## src/entry_match_pkg.sv

```systemverilog
// shared constants, encodings and carriers of the filter_entry port/flag matcher
// assumes: 32-bit AXI4-Lite register bus, single clock domain
package entry_match_pkg;

  // ****************************************************************
  // register map (byte addresses)
  // ****************************************************************
  localparam logic [7:0] ctrl_off     = 8'h00;  // selectors and protocol
  localparam logic [7:0] flags_off    = 8'h04;  // six two-bit flag settings
  localparam logic [7:0] src_val_off  = 8'h08;  // source value / range low+high
  localparam logic [7:0] dst_val_off  = 8'h0C;
  localparam logic [7:0] status_off   = 8'h10;  // match result and counters
  localparam logic [7:0] hits_off     = 8'h14;
  localparam logic [7:0] frames_off   = 8'h18;

  // ****************************************************************
  // field positions
  // ****************************************************************
  localparam int src_sel_lsb  = 0;
  localparam int dst_sel_lsb  = 2;
  localparam int proto_lsb    = 4;
  localparam int flag_w       = 2;
  localparam int n_flags      = 6;
  localparam int range_hi_lsb = 16;

  // ****************************************************************
  // reset values
  // ****************************************************************
  localparam logic [31:0] ctrl_rst  = 32'h0000_0000;
  localparam logic [31:0] flags_rst = 32'h0000_0FFF;  // all flags don't-care
  localparam logic [31:0] val_rst   = 32'hFFFF_0000;  // full range

  // ****************************************************************
  // encodings
  // ****************************************************************
  typedef enum logic [1:0] {
    port_any      = 2'b00,
    port_specific = 2'b01,
    port_range    = 2'b10
  } port_sel_t;

  typedef enum logic [1:0] {
    flag_clear = 2'b00,
    flag_set   = 2'b01,
    flag_dont  = 2'b11
  } flag_sel_t;

  typedef enum logic [1:0] {
    proto_off = 2'b00,
    proto_tcp = 2'b01,
    proto_udp = 2'b10,
    proto_both = 2'b11
  } proto_sel_t;

  localparam logic [1:0] resp_okay   = 2'b00;
  localparam logic [1:0] resp_slverr = 2'b10;

  // header fields from the ingress parser
  typedef struct packed {
    logic        is_tcp;
    logic        is_udp;
    logic [15:0] src_port;
    logic [15:0] dst_port;
    logic [5:0]  tcp_flags;  // {urg,ack,psh,rst,syn,fin}
  } hdr_t;

  // per-port settings carried to the compare unit
  typedef struct packed {
    logic [1:0]  sel;
    logic [15:0] lo;
    logic [15:0] hi;
  } port_cfg_t;

endpackage

```

## src/port_compare.sv

```systemverilog
// one port-condition test: any, exact value or inclusive range
// assumes: purely combinational, settings stable while used
`timescale 1ns/1ps
module port_compare (
  // settings
  input  wire entry_match_pkg::port_cfg_t cfg,
  // frame value and verdict
  input  wire logic [15:0]                port_value,
  output logic                            hit
);

  // inclusive bounds: a port equal to either bound counts as inside
  always_comb begin
    case (cfg.sel)
      entry_match_pkg::port_any:      hit = 1'b1;
      entry_match_pkg::port_specific: hit = (port_value == cfg.lo);
      entry_match_pkg::port_range:    hit = (port_value >= cfg.lo) && (port_value <= cfg.hi);
      default:                        hit = 1'b0;  // reserved selector never matches
    endcase
  end

endmodule

```

## src/entry_matcher.sv

```systemverilog
// tcp/udp port and flag match stage of one filter_entry, with its AXI4-Lite settings
// assumes: parser presents one header per hdr_valid pulse, synchronous to aclk
//
// Function
// RULE1 - source selector any: source port is ignored.
// RULE2 - source selector specific: source port must equal the 16-bit value.
// RULE3 - source selector range: source port must fall within the configured range.
// RULE4 - destination selector any: destination port is ignored.
// RULE5 - destination selector specific: destination port must equal the value.
// RULE6 - destination selector range: destination port must lie in the range.
// RULE7 - fin setting: 0 needs clear, 1 needs set, don't-care ignores.
// RULE8 - syn setting: 0 needs clear, 1 needs set, don't-care ignores.
// RULE9 - rst setting: 0 needs clear, 1 needs set, don't-care ignores.
// RULE10 - psh setting: 0 needs clear, 1 needs set, don't-care ignores.
// RULE11 - ack setting: 0 needs clear, 1 needs set, don't-care ignores.
// RULE12 - urg setting: 0 needs clear, 1 needs set, don't-care ignores.
// RULE13 - conditions apply only to the selected protocol; flags only for tcp.
// RULE14 - entry matches only when every condition holds together.
// RULE15 - range uses low and high bounds, both inclusive.
// RULE16 - flags are two-bit codes; result appears one cycle after the header.
//
// The register offsets and the AXI4-Lite interface to the registers were chosen for this implementation.
`timescale 1ns/1ps
module entry_matcher (
  // clock and reset
  input  wire logic                  aclk,
  input  wire logic                  aresetn,
  // axi4-lite write address
  input  wire logic [7:0]            s_axi_awaddr,
  input  wire logic                  s_axi_awvalid,
  output logic                       s_axi_awready,
  // axi4-lite write data
  input  wire logic [31:0]           s_axi_wdata,
  input  wire logic [3:0]            s_axi_wstrb,
  input  wire logic                  s_axi_wvalid,
  output logic                       s_axi_wready,
  // axi4-lite write response
  output logic [1:0]                 s_axi_bresp,
  output logic                       s_axi_bvalid,
  input  wire logic                  s_axi_bready,
  // axi4-lite read address
  input  wire logic [7:0]            s_axi_araddr,
  input  wire logic                  s_axi_arvalid,
  output logic                       s_axi_arready,
  // axi4-lite read data
  output logic [31:0]                s_axi_rdata,
  output logic [1:0]                 s_axi_rresp,
  output logic                       s_axi_rvalid,
  input  wire logic                  s_axi_rready,
  // header from the ingress parser
  input  wire logic                  hdr_valid,
  input  wire entry_match_pkg::hdr_t hdr,
  // match verdict
  output logic                       match_valid,
  output logic                       match_hit
);

  // ****************************************************************
  // state
  // ****************************************************************
  typedef struct packed {
    logic        aw_full;
    logic [7:0]  aw_addr;
    logic        w_full;
    logic [31:0] w_data;
    logic [3:0]  w_strb;
    logic        bvalid;
    logic [1:0]  bresp;
    logic        rvalid;
    logic [1:0]  rresp;
    logic [31:0] rdata;
    logic [31:0] ctrl;
    logic [31:0] flags;
    logic [31:0] src_val;
    logic [31:0] dst_val;
    logic        mvalid;
    logic        mhit;
    logic [31:0] hits;
    logic [31:0] frames;
  } state_t;

  // state_reg holds every flop of the block; state_next is its combinational copy
  state_t state_reg;
  state_t state_next;

  // ****************************************************************
  // register fields
  // ****************************************************************
  // ctrl   [1:0] source selector, [3:2] destination selector, [5:4] protocol
  //        selector codes: 00 any, 01 specific, 10 range, 11 never matches
  //        protocol codes: 00 off, 01 tcp, 10 udp, 11 tcp or udp
  //        unused bits read back as zero
  // flags  two bits per flag from fin at [1:0] up to urg at [11:10]
  //        codes: 00 must be clear, 01 must be set, 11 don't-care, 10 never
  // values [15:0] exact value or range low, [31:16] range high
  //        a low bound above the high bound leaves the range empty
  // status bit0 last verdict, bit1 verdict valid; both live for one cycle only
  // hits, frames: free-running counters, any write to a counter clears both
  //        a frame counted in the clearing cycle still counts, so none is lost

  // ****************************************************************
  // match datapath
  // ****************************************************************
  // per-condition results, combined into one verdict below
  entry_match_pkg::port_cfg_t src_cfg;
  entry_match_pkg::port_cfg_t dst_cfg;
  logic                       src_hit;
  logic                       dst_hit;
  logic [5:0]                 flag_ok;
  logic                       proto_ok;
  logic                       entry_hit;
  logic [1:0]                 proto_sel;

  // a range holds low in the lower half, high in the upper half
  assign src_cfg = '{sel: state_reg.ctrl[entry_match_pkg::src_sel_lsb +: 2],
                     lo:  state_reg.src_val[15:0],
                     hi:  state_reg.src_val[entry_match_pkg::range_hi_lsb +: 16]};  // RULE15
  assign dst_cfg = '{sel: state_reg.ctrl[entry_match_pkg::dst_sel_lsb +: 2],
                     lo:  state_reg.dst_val[15:0],
                     hi:  state_reg.dst_val[entry_match_pkg::range_hi_lsb +: 16]};  // RULE15
  // protocol selector, decoded by the gate below
  assign proto_sel = state_reg.ctrl[entry_match_pkg::proto_lsb +: 2];

  // source: any, exact or range
  port_compare src_cmp (
    .cfg        (src_cfg),
    .port_value (hdr.src_port),
    .hit        (src_hit)  // RULE1 RULE2 RULE3
  );

  // destination: any, exact or range
  port_compare dst_cmp (
    .cfg        (dst_cfg),
    .port_value (hdr.dst_port),
    .hit        (dst_hit)  // RULE4 RULE5 RULE6
  );

  // per-flag test; bit 0 fin .. bit 5 urg, flags only bind tcp frames
  genvar gi;
  generate
    for (gi = 0; gi < entry_match_pkg::n_flags; gi++) begin : g_flag
      logic [1:0] code;
      logic       ok;
      assign code = state_reg.flags[gi*entry_match_pkg::flag_w +: entry_match_pkg::flag_w];
      // a local result keeps each process the only writer of what it assigns
      always_comb begin
        if (!hdr.is_tcp) begin
          ok = 1'b1;  // RULE13
        end else begin
          case (code)
            entry_match_pkg::flag_clear: ok = ~hdr.tcp_flags[gi];  // RULE7 RULE8 RULE9
            entry_match_pkg::flag_set:   ok = hdr.tcp_flags[gi];   // RULE10 RULE11 RULE12
            entry_match_pkg::flag_dont:  ok = 1'b1;               // RULE16
            default:                     ok = 1'b0;  // reserved code never matches
          endcase
        end
      end
      assign flag_ok[gi] = ok;
    end
  endgenerate

  // protocol gate: disabled entry or wrong protocol never matches
  always_comb begin
    case (proto_sel)
      entry_match_pkg::proto_tcp:  proto_ok = hdr.is_tcp;  // RULE13
      entry_match_pkg::proto_udp:  proto_ok = hdr.is_udp;
      entry_match_pkg::proto_both: proto_ok = hdr.is_tcp | hdr.is_udp;
      default:                     proto_ok = 1'b0;
    endcase
  end

  // every test must pass at once; a single failing condition vetoes the entry
  assign entry_hit = proto_ok & src_hit & dst_hit & (&flag_ok);  // RULE14

  // ****************************************************************
  // bus decode helpers
  // ****************************************************************
  // byte-lane merge, so a narrow write leaves the other lanes untouched
  function automatic logic [31:0] merge(input logic [31:0] old, input logic [31:0] data,
                                        input logic [3:0] strb);
    logic [31:0] res;
    res = old;
    for (int b = 0; b < 4; b++) begin
      if (strb[b]) begin
        res[b*8 +: 8] = data[b*8 +: 8];
      end
    end
    return res;
  endfunction

  // a write lands only once both halves are held and the last answer is gone
  // reads bypass the write slots, so a read never waits behind a write
  logic do_write;
  logic do_read;
  assign do_write = state_reg.aw_full && state_reg.w_full && !state_reg.bvalid;
  assign do_read  = s_axi_arvalid && !state_reg.rvalid;

  // ****************************************************************
  // next state
  // ****************************************************************
  // one write and one read in flight; aw and w are latched in either order
  always_comb begin
    state_next = state_reg;
    // write address and data capture
    if (s_axi_awvalid && s_axi_awready) begin
      state_next.aw_full = 1'b1;
      state_next.aw_addr = s_axi_awaddr;
    end
    if (s_axi_wvalid && s_axi_wready) begin
      state_next.w_full = 1'b1;
      state_next.w_data = s_axi_wdata;
      state_next.w_strb = s_axi_wstrb;
    end
    if (do_write) begin
      state_next.aw_full = 1'b0;
      state_next.w_full  = 1'b0;
      state_next.bvalid  = 1'b1;
      state_next.bresp   = entry_match_pkg::resp_okay;
      case (state_reg.aw_addr)
        entry_match_pkg::ctrl_off:
          state_next.ctrl = merge(state_reg.ctrl, state_reg.w_data, state_reg.w_strb) & 32'h0000_003F;
        entry_match_pkg::flags_off:
          state_next.flags = merge(state_reg.flags, state_reg.w_data, state_reg.w_strb) & 32'h0000_0FFF;
        entry_match_pkg::src_val_off:
          state_next.src_val = merge(state_reg.src_val, state_reg.w_data, state_reg.w_strb);
        entry_match_pkg::dst_val_off:
          state_next.dst_val = merge(state_reg.dst_val, state_reg.w_data, state_reg.w_strb);
        entry_match_pkg::status_off,
        entry_match_pkg::hits_off,
        entry_match_pkg::frames_off: begin
          state_next.hits   = 32'h0000_0000;  // any write to a counter clears both
          state_next.frames = 32'h0000_0000;
        end
        default:
          state_next.bresp = entry_match_pkg::resp_slverr;
      endcase
    end
    if (state_reg.bvalid && s_axi_bready) begin
      state_next.bvalid = 1'b0;
    end
    // read path answers the cycle after the address is taken
    if (do_read) begin
      state_next.rvalid = 1'b1;
      state_next.rresp  = entry_match_pkg::resp_okay;
      case (s_axi_araddr)
        entry_match_pkg::ctrl_off:    state_next.rdata = state_reg.ctrl;
        entry_match_pkg::flags_off:   state_next.rdata = state_reg.flags;
        entry_match_pkg::src_val_off: state_next.rdata = state_reg.src_val;
        entry_match_pkg::dst_val_off: state_next.rdata = state_reg.dst_val;
        entry_match_pkg::status_off:  state_next.rdata = {30'h0000_0000, state_reg.mvalid, state_reg.mhit};
        entry_match_pkg::hits_off:    state_next.rdata = state_reg.hits;
        entry_match_pkg::frames_off:  state_next.rdata = state_reg.frames;
        default: begin
          state_next.rdata = 32'h0000_0000;
          state_next.rresp = entry_match_pkg::resp_slverr;
        end
      endcase
    end
    if (state_reg.rvalid && s_axi_rready) begin
      state_next.rvalid = 1'b0;
    end
    // verdict registered one cycle after the header; counters see each frame
    // counters wrap silently; software is expected to read them often enough
    state_next.mvalid = hdr_valid;  // RULE16
    state_next.mhit   = hdr_valid & entry_hit;  // RULE14
    if (hdr_valid) begin
      state_next.frames = state_next.frames + 32'h0000_0001;
      if (entry_hit) begin
        state_next.hits = state_next.hits + 32'h0000_0001;
      end
    end
  end

  // ****************************************************************
  // registers
  // ****************************************************************
  // single register bank for the whole block
  always_ff @(posedge aclk) begin
    if (!aresetn) begin
      // protocol starts off, so nothing matches before software sets the entry
      state_reg         <= '0;
      state_reg.ctrl    <= entry_match_pkg::ctrl_rst;
      state_reg.flags   <= entry_match_pkg::flags_rst;
      state_reg.src_val <= entry_match_pkg::val_rst;
      state_reg.dst_val <= entry_match_pkg::val_rst;
    end else begin
      state_reg <= state_next;
    end
  end

  // ****************************************************************
  // outputs
  // ****************************************************************
  // ready only while the holding slot is empty, so no beat is ever dropped
  assign s_axi_awready = !state_reg.aw_full;
  assign s_axi_wready  = !state_reg.w_full;
  // answers and verdict come straight from flops
  assign s_axi_bvalid  = state_reg.bvalid;
  assign s_axi_bresp   = state_reg.bresp;
  assign s_axi_arready = !state_reg.rvalid;
  assign s_axi_rvalid  = state_reg.rvalid;
  assign s_axi_rresp   = state_reg.rresp;
  assign s_axi_rdata   = state_reg.rdata;
  assign match_valid   = state_reg.mvalid;
  assign match_hit     = state_reg.mhit;

endmodule

```

## config.mk

```make
export PLATFORM = sky130hd
export DESIGN_NAME = entry_matcher
export DESIGN_NICKNAME = d
export VERILOG_FILES = /design/src/entry_match_pkg.sv /design/src/port_compare.sv /design/src/entry_matcher.sv
export SDC_FILE = /design/constraint.sdc
export NUM_CORES = 1
export LEC_CHECK = 0
export BUFFER_PORTS_ARGS = -buffer_cell sky130_fd_sc_hd__buf_4
export CAP_MARGIN = 20
export CORE_ASPECT_RATIO = 0.5
export CORE_MARGIN = 2
export CORE_UTILIZATION = 60
export DETAILED_ROUTE_END_ITERATION = 8
export PLACE_DENSITY_LB_ADDON = 0.25
export SYNTH_ARGS = -nofsm -noshare
export SYNTH_HDL_FRONTEND = slang
export SYNTH_HIERARCHICAL = 1
export SYNTH_SLANG_ARGS = --single-unit
export TNS_END_PERCENT = 30
```

## constraint.sdc

```tcl
create_clock -name aclk -period 5.5 [get_ports aclk]
set_input_delay 0.55 -clock aclk [delete_from_list [all_inputs] [get_ports aclk]]
set_output_delay 0.55 -clock aclk [all_outputs]
set_load 0.05 [all_outputs]
```

# --- Word level (Yosys, flattened, before mapping) ---
# Index checks and enable logic that the tools add are counted.
totals:
  out_inout_bits: 43
  n_memories: 0
  mem_bits_rw: 0
  elab_cells: 139
  regBits: 232
  romBits: 0
  latchBits: 0
  input_bits: 100
classes:
  n_lt_le_gt_ge: 4
  shifts: 0
  multipliers: 0
  div_mod_pow: 0
  n_reduce_logical: 41
  n_eq_ne: 33
  n_addsub: 2
  n_bitwise: 12
  mux: 22
op_table:
  columns: ["op", "n"]
  rows:
  - ["32-bit case mux with 7 select lines", 1]
  - ["64-bit 2-to-1 mux", 3]
  - ["32-bit by 1-bit adder with 32-bit output, second input constant", 2]
  - ["8-bit by 5-bit == test with 1-bit output, second input constant", 6]
  - ["3-bit AND reduction", 11]
  - ["16-bit == test", 2]
  - ["8-bit by 4-bit == test with 1-bit output, second input constant", 4]
  - ["16-bit >= comparator", 2]
  - ["16-bit less-or-equal comparator", 2]
  - ["32-bit 2-to-1 mux", 1]
  - ["1-bit case mux with 3 select lines", 9]
  - ["2-bit == test, second input constant", 10]
  - ["2-bit by 1-bit == test with 1-bit output, second input constant", 9]
  - ["8-bit by 3-bit == test with 1-bit output, second input constant", 2]
  - ["2-bit zero test", 8]
  - ["8-bit zero test", 2]
  - ["7-bit OR reduction", 2]
  - ["1-bit logical AND", 9]
  - ["1-bit inverter", 7]
  - ["1-bit 2-to-1 mux", 6]
  - ["6-bit AND reduction", 1]
  - ["2-bit OR reduction", 3]
  - ["1-bit AND", 4]
  - ["1-bit zero test", 4]
  - ["3 further kinds", 4]

# --- Longest topological paths before layout ---
# Gate-level depths: netlist of the first run.
logic_depth:
  word_depth: 8
  depth_mapped: 14
  ltp_nobuf: 12

# --- Modules after synthesis ---
# The synthesis of the first run kept the hierarchy.
modules_own_cells:
  columns: ["mod", "seq_area_each_um2", "cells_per_inst", "instances", "area_per_inst_um2"]
  rows:
  - ["entry_matcher", 4604.4, 1268, 1, 10478.8]
  - ["port_compare (src_cmp)", 0.0, 117, 1, 828.3]
  - ["port_compare (dst_cmp)", 0.0, 116, 1, 817.0]

# --- Least setup slack after synthesis of the first run ---
# Ideal clock, no wire load.
synth_path:
  kind: "input to register"
  startpoint: "in hdr[19] (netlist bit)"
  endpoint: "reg state_reg[58] (netlist bit)"
  stages: 12
  arrival_time_ns: 3.426
  setup_time_ns: 0.072
  setup_slack_ns: 2.002
  path_cell_list: "ha_1 > nand4_2 > or4_1 > or2_0 > o311ai_1 > o221a_1 > nand3_1 > a221oi_1 > nand4b_1 > clkbuf_1 > a2111oi_0 > mux2i_1"
synth_between:
  elab_chain_cells: 7
  elab_cells_between_ends: 9
synth_rtl:
  columns: ["element", "line_no", "text"]
  rows:
  - ["from (decl)", "entry_matcher.sv:52", "input wire entry_match_pkg::hdr_t hdr,"]
  - ["16-bit >= comparator / 16-bit less-or-equal comparator (equally long branches)", "port_compare.sv:17", "entry_match_pkg::port_range: hit = (port_value >= cfg.lo) && (port_value <= cfg.hi);"]
  - ["1-bit logical AND", "port_compare.sv:17", null]
  - ["1-bit case mux with 3 select lines (*)", "port_compare.sv:14", "case (cfg.sel)"]
  - ["named net dst_hit", "entry_matcher.sv:108", "logic dst_hit;"]
  - ["1-bit AND (*) (2 in a row)", "entry_matcher.sv:173", "assign entry_hit = proto_ok & src_hit & dst_hit & (&flag_ok);"]
  - ["32-bit 2-to-1 mux (*)", "entry_matcher.sv:268", "if (entry_hit) begin"]
  - ["64-bit 2-to-1 mux (*)", "entry_matcher.sv:266", "if (hdr_valid) begin"]
  - ["to (signal assigned)", "entry_matcher.sv:287", "state_reg <= state_next;"]
  - ["to (decl)", "entry_matcher.sv:83", "state_t state_reg;"]
# The timed path passes the listed nets; every way through them passes the cells marked *.
# A chain may end at the register's enable or synchronous reset.

# --- Worst setup path in the final report of the first run ---
layout_path:
  startpoint: "reg state_reg (netlist bit dst_cfg[11])"
  endpoint: "reg state_reg[54] (netlist bit)"
layout_between:
  elab_chain_cells: 7
layout_rtl:
  columns: ["element", "line_no"]
  rows:
  - ["16-bit less-or-equal comparator", "port_compare.sv:17"]
  - ["1-bit logical AND", "port_compare.sv:17"]
  - ["1-bit case mux with 3 select lines", "port_compare.sv:14"]
  - ["named net dst_hit", "entry_matcher.sv:108"]
  - ["1-bit AND (2 in a row)", "entry_matcher.sv:173"]
  - ["32-bit 2-to-1 mux", "entry_matcher.sv:268"]
  - ["64-bit 2-to-1 mux", "entry_matcher.sv:266"]
# The timed path passes the listed nets, and every way through them passes these cells.

==> results.sh, run 1 <==
export IMPL_path_clk_slew_ns=0.07
export IMPL_period_needed_ns=4.22
export IMPL_overflow=0
export IMPL_num_vias=11479
export IMPL_synthArstFlopShare_pct=0
export IMPL_die_y_um=105
export IMPL_grt_use_total_pct=35.7
export IMPL_cpMaxStageDelayCell="or3_1"
export IMPL_gp_congestion=0.984
export IMPL_syn_area_mm2=0.0121
export IMPL_grt_pass1_vias=10527
export IMPL_synth_area_mux_share_pct=5.29
export IMPL_clock_skew_ns=0.0193
export IMPL_setup_viol=0
export IMPL_drtIter0Drc=1731
export IMPL_path_cells="inv_1, ha_1, nand4_1, or4_1, or2_0, o311ai_1, o221a_1, nand3_1, or3_1, a2111oi_0, mux2i_1"
export IMPL_worstHoldStart="s_axi_rready"
export IMPL_antenna_found_initial=0
export IMPL_grt_pass1_wl_um=59100
export IMPL_start_util_pct=61.7
export IMPL_cp_top_family="simple AND/OR/NAND/NOR gates"
export IMPL_drv_cap=0
export IMPL_syn_instance_count=1501
export IMPL_largest_reg_flops=110
export IMPL_p_per_area_mw_per_mm2=252
export IMPL_synth_fa_ha_area_share_pct=6.81
export IMPL_grt_max_degree=102
export IMPL_clock_tree_buffer_depth=3
export IMPL_cts_root_buf="clkbuf_16"
export IMPL_holdBufCountCts=0
export IMPL_r2r_start="dst_cfg[11]"
export IMPL_period_share_pct=76.8
export IMPL_fmax_mhz=237
export IMPL_tightest_slew_ns=1.12
export IMPL_crit_arrival_ns=4.65
export IMPL_chipWidth_um=205
export IMPL_port_buffers=140
export IMPL_drc=4
export IMPL_numCtsBuffers=21
export IMPL_yosysWarnings=6
export IMPL_die_area_mm2=0.0214
export IMPL_firstDrtPassIters=9
export IMPL_hold_end="s_axi_rvalid"
export IMPL_clock_sinks=230
export IMPL_drt_wl_total_um=38600
export IMPL_routedWlPerCell_um=21.0
export IMPL_antenna_cells=0
export IMPL_cts_setup_buffers=0
export IMPL_ant_nets=0
export IMPL_rsz0062_at_grt="false"
export IMPL_holdPathStages=2
export IMPL_synth_flop_cell="dfxtp_1"
export IMPL_n_fill_cell=1608
export IMPL_syn_area_per_cell_um2=8.08
export IMPL_synth_top_family_by_area="simple AND/OR/NAND/NOR gates"
export IMPL_synth_compound_area_share_pct=19.1
export IMPL_worst_r2r_setup_slack_ns=1.28
export IMPL_layout_nets=1722
export IMPL_num_rows=36
export IMPL_drive_gt1_share_pct=12.8
export IMPL_worst_path_buf_inv=1
export IMPL_cp_start_kind="flop"
export IMPL_ys_types=69
export IMPL_tritoncts="done"
export IMPL_dp_hpwl_um=29200
export IMPL_fp_coreArea_mm2=0.0196
export IMPL_htreeDepth=1
export IMPL_design_area_mm2=0.0136
export IMPL_critPathRequiredTime_ns=5.93
export IMPL_hold_viol_final=0
export IMPL_synth_simple_area_share_pct=21.5
export IMPL_ys_seq_area_share_pct=38.0
export IMPL_synth_xor_area_share_pct=1.52
export IMPL_io_pins=143
export IMPL_insertion_delay_ns=0.53
export IMPL_multiInputGateArea_mm2=0.00660
export IMPL_placed_area_mm2=0.0130
export IMPL_cpPeakStageDelay_ns=0.76
export IMPL_r2r_end="state_reg[54]"
export IMPL_hold_class="primary input to flop"
export IMPL_leakage_nw=5.58
export IMPL_outcome="finished with violations"
export IMPL_setup_tns_ns=0
export IMPL_violations="design-rule violations"
export IMPL_slew_viol_final=0
export IMPL_slew_limit_headroom_pct=25.2
export IMPL_setup_worst_path_class="flop to flop"
export IMPL_seqCellArea_mm2=0.00460
export IMPL_via_per_inst=6.26
export IMPL_syn_to_final_growth_pct=12.5
export IMPL_r2r_cells=11
export IMPL_crit_fanout=28
export IMPL_vdd_drop_max_mv=0.272
export IMPL_ctsResizeCount=0
export IMPL_synth_edf_count=0
export IMPL_ys_seq_elements=230
export IMPL_cp_end_kind="flop"
cell usage after synthesis (9+ instances only):
library cell / n / share of area (%)
a2111o_1: 11 / 1.0
a2111oi_0: 13 / 0.94
a211oi_1: 9 / 0.56
a21o_1: 21 / 1.3
a21oi_1: 170 / 7.0
a221oi_1: 11 / 0.79
a222oi_1: 21 / 1.7
and2_1: 10 / 0.52
and3_1: 14 / 0.72
and4_1: 13 / 0.94
buf_2: 9 / 0.37
buf_4: 37 / 2.3
clkbuf_1: 66 / 2.0
dfxtp_1: 230 / 38
ha_1: 66 / 6.8
inv_1: 74 / 2.3
mux2i_1: 63 / 5.2
nand2_1: 268 / 8.3
nand2b_1: 23 / 1.2
nand3_1: 40 / 1.7
nand4_1: 36 / 1.9
nor2_1: 86 / 2.7
nor3_1: 11 / 0.45
o21ai_0: 74 / 3.1
or3_1: 15 / 0.77
xnor2_1: 12 / 0.87
xor2_1: 9 / 0.65
worst reg2reg max path: cells and delay by family, from the launching register on:
kind                       cells  cell delay, ns
muxes                          1            0.29
adders and majority gates      1            0.31
AOI/OAI and AO/OA              3            1.15
DFF                            1            0.37
and+or+nand+nor                5            1.92
buffers and inverters          1            0.08
cell families after synthesis:
| kind of cell | count (synthesis) |
|---|---|
| XOR/XNOR | 21 |
| other | 1 |
| AND/OR/NAND/NOR | 553 |
| multiplexers | 64 |
| flip-flops | 230 |
| AO/OA/AOI/OAI | 369 |
| adder cells (fa/ha/maj) | 66 |
| buffers and inverters | 197 |
per-layer routing:
layer | GRT usage, % | wire length [µm] | up-vias
met5 | 0 | 0 | -
met4 | 4.98 | 466 | 0
met3 | 11.0 | 5080 | 43
met2 | 50.5 | 15800 | 576
met1 | 53.7 | 17300 | 5473
li1 | - | - | 5387
cells in the final DEF (no fill, tap or decap), types with 11 or more instances in the layout:
cell / n
nand3_1: 40
and4_1: 13
nand2_1: 268
a21oi_1: 170
a221oi_1: 11
buf_4: 153
a2111oi_0: 13
nor2_1: 85
o21ai_0: 74
xnor2_1: 12
nand2b_1: 23
a21o_1: 21
a2111o_1: 11
inv_1: 73
mux2i_1: 63
or3_1: 15
ha_1: 66
clkbuf_16: 21
a222oi_1: 21
and3_1: 14
dfxtp_1: 230
nand4_1: 36
area by class of cell:
| type | instances | area share [%] |
|---|---|---|
| Sequential cell | 230 | 33.8 |
| Inverter | 74 | 2.04 |
| Clock buffer | 29 | 4.29 |
| Timing Repair Buffer | 154 | 8.62 |
| Multi-Input combinational cell | 1075 | 48.4 |
| Tap cell | 266 | 2.44 |
| Clock inverter | 7 | 0.486 |
worst max path at each step:
stage,depth (start not counted),startpoint,end
after global placement,11,hdr[19],state_reg[52]
after detailed placement,11,hdr[21],state_reg[55]
after global routing,12,dst_cfg[30],state_reg[54]
after CTS,11,dst_cfg[9],state_reg[54]
final,11,dst_cfg[11],state_reg[54]
after floorplan,12,hdr[19],state_reg[58]
per-stage QoR:
stage               power [mW]  hold WS (ns)  util [%]  cells  worst slack [ns]
floorplan                 1.91         0.426         -   1502              2.00
global placement          2.01         0.438      66.0   1798              1.39
detailed placement        2.02         0.440      66.0   1798              1.22
CTS                       3.44         0.206      69.3   1834              1.41
global route              3.54         0.205      69.5   1835             0.937
finish                    3.43         0.210      69.5   1835              1.28
power breakdown:
part / internal (mW) / leakage [nW] / switching [mW]
clock network: 0.793 / 0.321 / 0.649
registers: 1.69 / 1.86 / 0.0340
logic: 0.109 / 3.40 / 0.157
total: 2.59 / 5.58 / 0.840
(Power assumes the default switching activity.)
==> run 2, diff against run 1 <==
--- a/config.mk
+++ b/config.mk
@@ -5,11 +5,12 @@
 export SDC_FILE = /design/constraint.sdc
 export NUM_CORES = 1
 export LEC_CHECK = 0
+export ABC_AREA = 1
 export BUFFER_PORTS_ARGS = -buffer_cell sky130_fd_sc_hd__buf_4
 export CAP_MARGIN = 20
 export CORE_ASPECT_RATIO = 0.5
 export CORE_MARGIN = 2
-export CORE_UTILIZATION = 60
+export CORE_UTILIZATION = 59
 export DETAILED_ROUTE_END_ITERATION = 8
 export PLACE_DENSITY_LB_ADDON = 0.25
 export SYNTH_ARGS = -nofsm -noshare
==> constraint.sdc (replaced) <==
create_clock -name aclk -period 3.9 [get_ports aclk]
set_input_delay 0.39 -clock aclk [delete_from_list [all_inputs] [get_ports aclk]]
set_output_delay 0.39 -clock aclk [all_outputs]
set_load 0.05 [all_outputs]
==> run 2 against run 1 <==
  * The run now ends clean
  * Clock-buffer cell count increased by 1
  * Final cell count up 23%
  * Wire length down 3.1%
  * Worst hold slack lost 0.15 ns
  * Register-to-register slack worse by 0.40 ns
  * Design area increased by 6.3%
  * Combinational power is 55% higher
  * Via count is 9.9% higher
  * Clock skew shrank 0.0080 ns
  * Global-route usage decreased by 3.1 points
  * Largest cell class unchanged
==> results.sh, run 2 <==
export IMPL_drc=0
export IMPL_syn_instance_count=1875
export IMPL_cts_setup_buffers=0
export IMPL_crit_fanout=10
export IMPL_slew_viol_final=0
export IMPL_ctsResizeCount=0
export IMPL_drtIter0Drc=1518
export IMPL_vdd_drop_max_mv=0.319
export IMPL_n_fill_cell=1900
export IMPL_r2r_end="state_reg[40]"
export IMPL_yosysTopAreaCellShare_pct=35.8
export IMPL_htreeDepth=1
export IMPL_holdPathStages=2
export IMPL_antenna_found_initial=0
export IMPL_setup_worst_path_class="flop to flop"
export IMPL_critPathRequiredTime_ns=4.31
export IMPL_worstHoldStart="s_axi_bready"
export IMPL_via_per_inst=5.57
export IMPL_num_vias=12619
export IMPL_io_pins=143
export IMPL_dp_cells=2225
export IMPL_cp_start_kind="flop"
export IMPL_start_util_pct=59.8
export IMPL_yosysWarnings=6
export IMPL_synth_flop_cell="dfxtp_1"
export IMPL_drive_gt1_share_pct=14.2
export IMPL_fmax_mhz=331
export IMPL_overflow=0
export IMPL_slew_limit_headroom_pct=31.4
export IMPL_dpl_worst_slack_ns=0.911
export IMPL_period_share_pct=77.5
export IMPL_grt_pass1_wl_um=58500
export IMPL_cts_root_buf="clkbuf_16"
export IMPL_die_y_um=108
export IMPL_syn_to_final_growth_pct=12.8
export IMPL_clock_skew_ns=0.0113
export IMPL_grtUsageMet2_pct=47.8
export IMPL_combPwrFrac_pct=8.2
export IMPL_crit_arrival_ns=3.44
export IMPL_cp_end_kind="flop"
export IMPL_final_common_cell="nand2_1"
export IMPL_p_per_area_mw_per_mm2=346
export IMPL_grt_use_total_pct=32.6
export IMPL_finalPower_mw=5.02
export IMPL_layout_nets=2116
export IMPL_sequentialPowerShare_pct=48.3
export IMPL_gp_congestion=0.967
export IMPL_fp_coreArea_mm2=0.0215
export IMPL_synthArstFlopShare_pct=0
export IMPL_holdBufCountCts=0
export IMPL_hold_end="s_axi_bvalid"
export IMPL_p_sw_mw=1.25
export IMPL_syn_area_per_cell_um2=6.85
export IMPL_yosys_area_top_type="dfxtp_1"
export IMPL_drt_wl_total_um=37400
export IMPL_antenna_cells=0
export IMPL_tritoncts="done"
export IMPL_hold_class="primary input to flop"
export IMPL_tightest_slew_ns=1.03
export IMPL_r2r_cells=20
export IMPL_rsz0062_at_grt="false"
export IMPL_syn_area_mm2=0.0128
export IMPL_synthTopCellsByCount="467 x nand2_1, 234 x nor2_1, 230 x dfxtp_1"
export IMPL_firstDrtPassIters=5
export IMPL_p_int_mw=3.77
export IMPL_clock_tree_buffer_depth=3
export IMPL_routedWlPerCell_um=16.5
export IMPL_die_area_mm2=0.0230
export IMPL_grtUsageMet3_pct=8.39
export IMPL_drv_cap=0
export IMPL_hold_viol_final=0
export IMPL_design_area_mm2=0.0145
export IMPL_port_buffers=140
export IMPL_mostFrequentLayoutCells="467 x nand2_1, 233 x nor2_1, 230 x dfxtp_1"
export IMPL_ys_seq_area_share_pct=35.8
export IMPL_r2r_start="dst_cfg[6]"
export IMPL_setup_viol=0
export IMPL_ys_seq_elements=230
export IMPL_top_usage_layer="met1"
export IMPL_layout_setup_ws_ns=0.878
export IMPL_insertion_delay_ns=0.52
export IMPL_largest_reg_flops=110
export IMPL_dp_hpwl_um=27900
export IMPL_grt_max_degree=80
export IMPL_worst_r2r_setup_slack_ns=0.88
export IMPL_num_rows=38
export IMPL_outcome="complete, no violations"
export IMPL_fin_util_pct=67.5
export IMPL_grt_pass1_vias=11229
export IMPL_clock_sinks=230
export IMPL_chipWidth_um=213
export IMPL_placed_area_mm2=0.0138
export IMPL_setup_tns_ns=0
export IMPL_synth_edf_count=0
export IMPL_clkPwrFrac_pct=43.4
export IMPL_ant_nets=0
export IMPL_path_clk_slew_ns=0.07
export IMPL_ys_types=50
export IMPL_numCtsBuffers=22
export IMPL_synth_most_common_cell="nand2_1"
export IMPL_stdcell_count=2265
export IMPL_synth_area_leaders="dfxtp_1 36%, nand2_1 14%, nor2_1 6.8%"
export IMPL_holdWs_ns=0.0620
export IMPL_met1_usage_pct=47.8
export IMPL_period_needed_ns=3.02
export IMPL_switching_share_pct=24.9
export IMPL_leakage_nw=6.45
==> run 2: changes by cell type after synthesis, sizes merged, moves of 21 or more <==
cell and delta:
a211oi +26, nor2 +186, o21ai +33, nand2b -23
nand2 +215, nand3 +71, inv +150, a21oi -46
mux2i -63, a222oi -21
==> run 2: metal layers <==
layer,share of wire (%),vias to the layer above
met4,2.0,0
met2,41,557
li1,-,6189
met5,0,-
met3,11,62
met1,46,5811
==> run 2: kinds of logic after synthesis <==
group                      Yosys count  synth area share (%)
AOI/OAI and AO/OA                  318                  14.3
adders and majority gates           66                  6.43
buffers and inverters              331                  11.3
DFF                                230                  35.8
other                                1                0.0292
and+or+nand+nor                    929                  32.1
==> run 2: worst max path at each step <==
stage                     from             end  slack, ns  cells after the start
5_1_grt            dst_cfg[23]   state_reg[40]       0.63                     19
2_1_floorplan     s_axi_bvalid   state_reg[50]       1.20                     17
3_5_place_dp           hdr[13]   state_reg[40]       0.91                     19
6_report            dst_cfg[6]   state_reg[40]       0.88                     20
3_3_place_gp   s_axi_araddr[1]  s_axi_rdata[1]       0.96                     12
4_1_cts            dst_cfg[23]   state_reg[40]       0.95                     19
==> run 2: worst max-delay path, cell delays in order, from the launching register on <==
cell,delay [ns]
dfxtp_1,0.48
inv_1,0.08
ha_1,0.30
nand2_1,0.09
nor2_1,0.05
nor2_1,0.10
nand2_1,0.09
nand2_1,0.06
nand2_1,0.05
nand2_1,0.07
nand3_1,0.06
nand2_1,0.09
nand2_1,0.06
a21oi_1,0.27
nand3_1,0.27
nor2_4,0.28
nand2_1,0.12
nor2_1,0.17
nand3b_1,0.11
nand2_1,0.07
nor2_1,0.05
==> run 2: final cells by class <==
| class | count | area, µm² | area share, % |
|---|---|---|---|
| clock buffer | 30 | 642 | 4.43 |
| clock inverter | 9 | 78.8 | 0.544 |
| inverter | 229 | 861 | 5.94 |
| multi-input combinational | 1315 | 6790 | 46.9 |
| sequential | 230 | 4600 | 31.8 |
| tap | 300 | 375 | 2.59 |
| timing repair buffer | 152 | 1140 | 7.87 |
==> run 2: power by group through the flow <==
stage,combinational [mW],sequential [mW],clock (mW)
floorplan,0.244,2.47,0
global placement,0.403,2.48,0
detailed placement,0.407,2.48,0
CTS,0.409,2.42,2.19
global route,0.458,2.43,2.28
finish,0.413,2.43,2.18
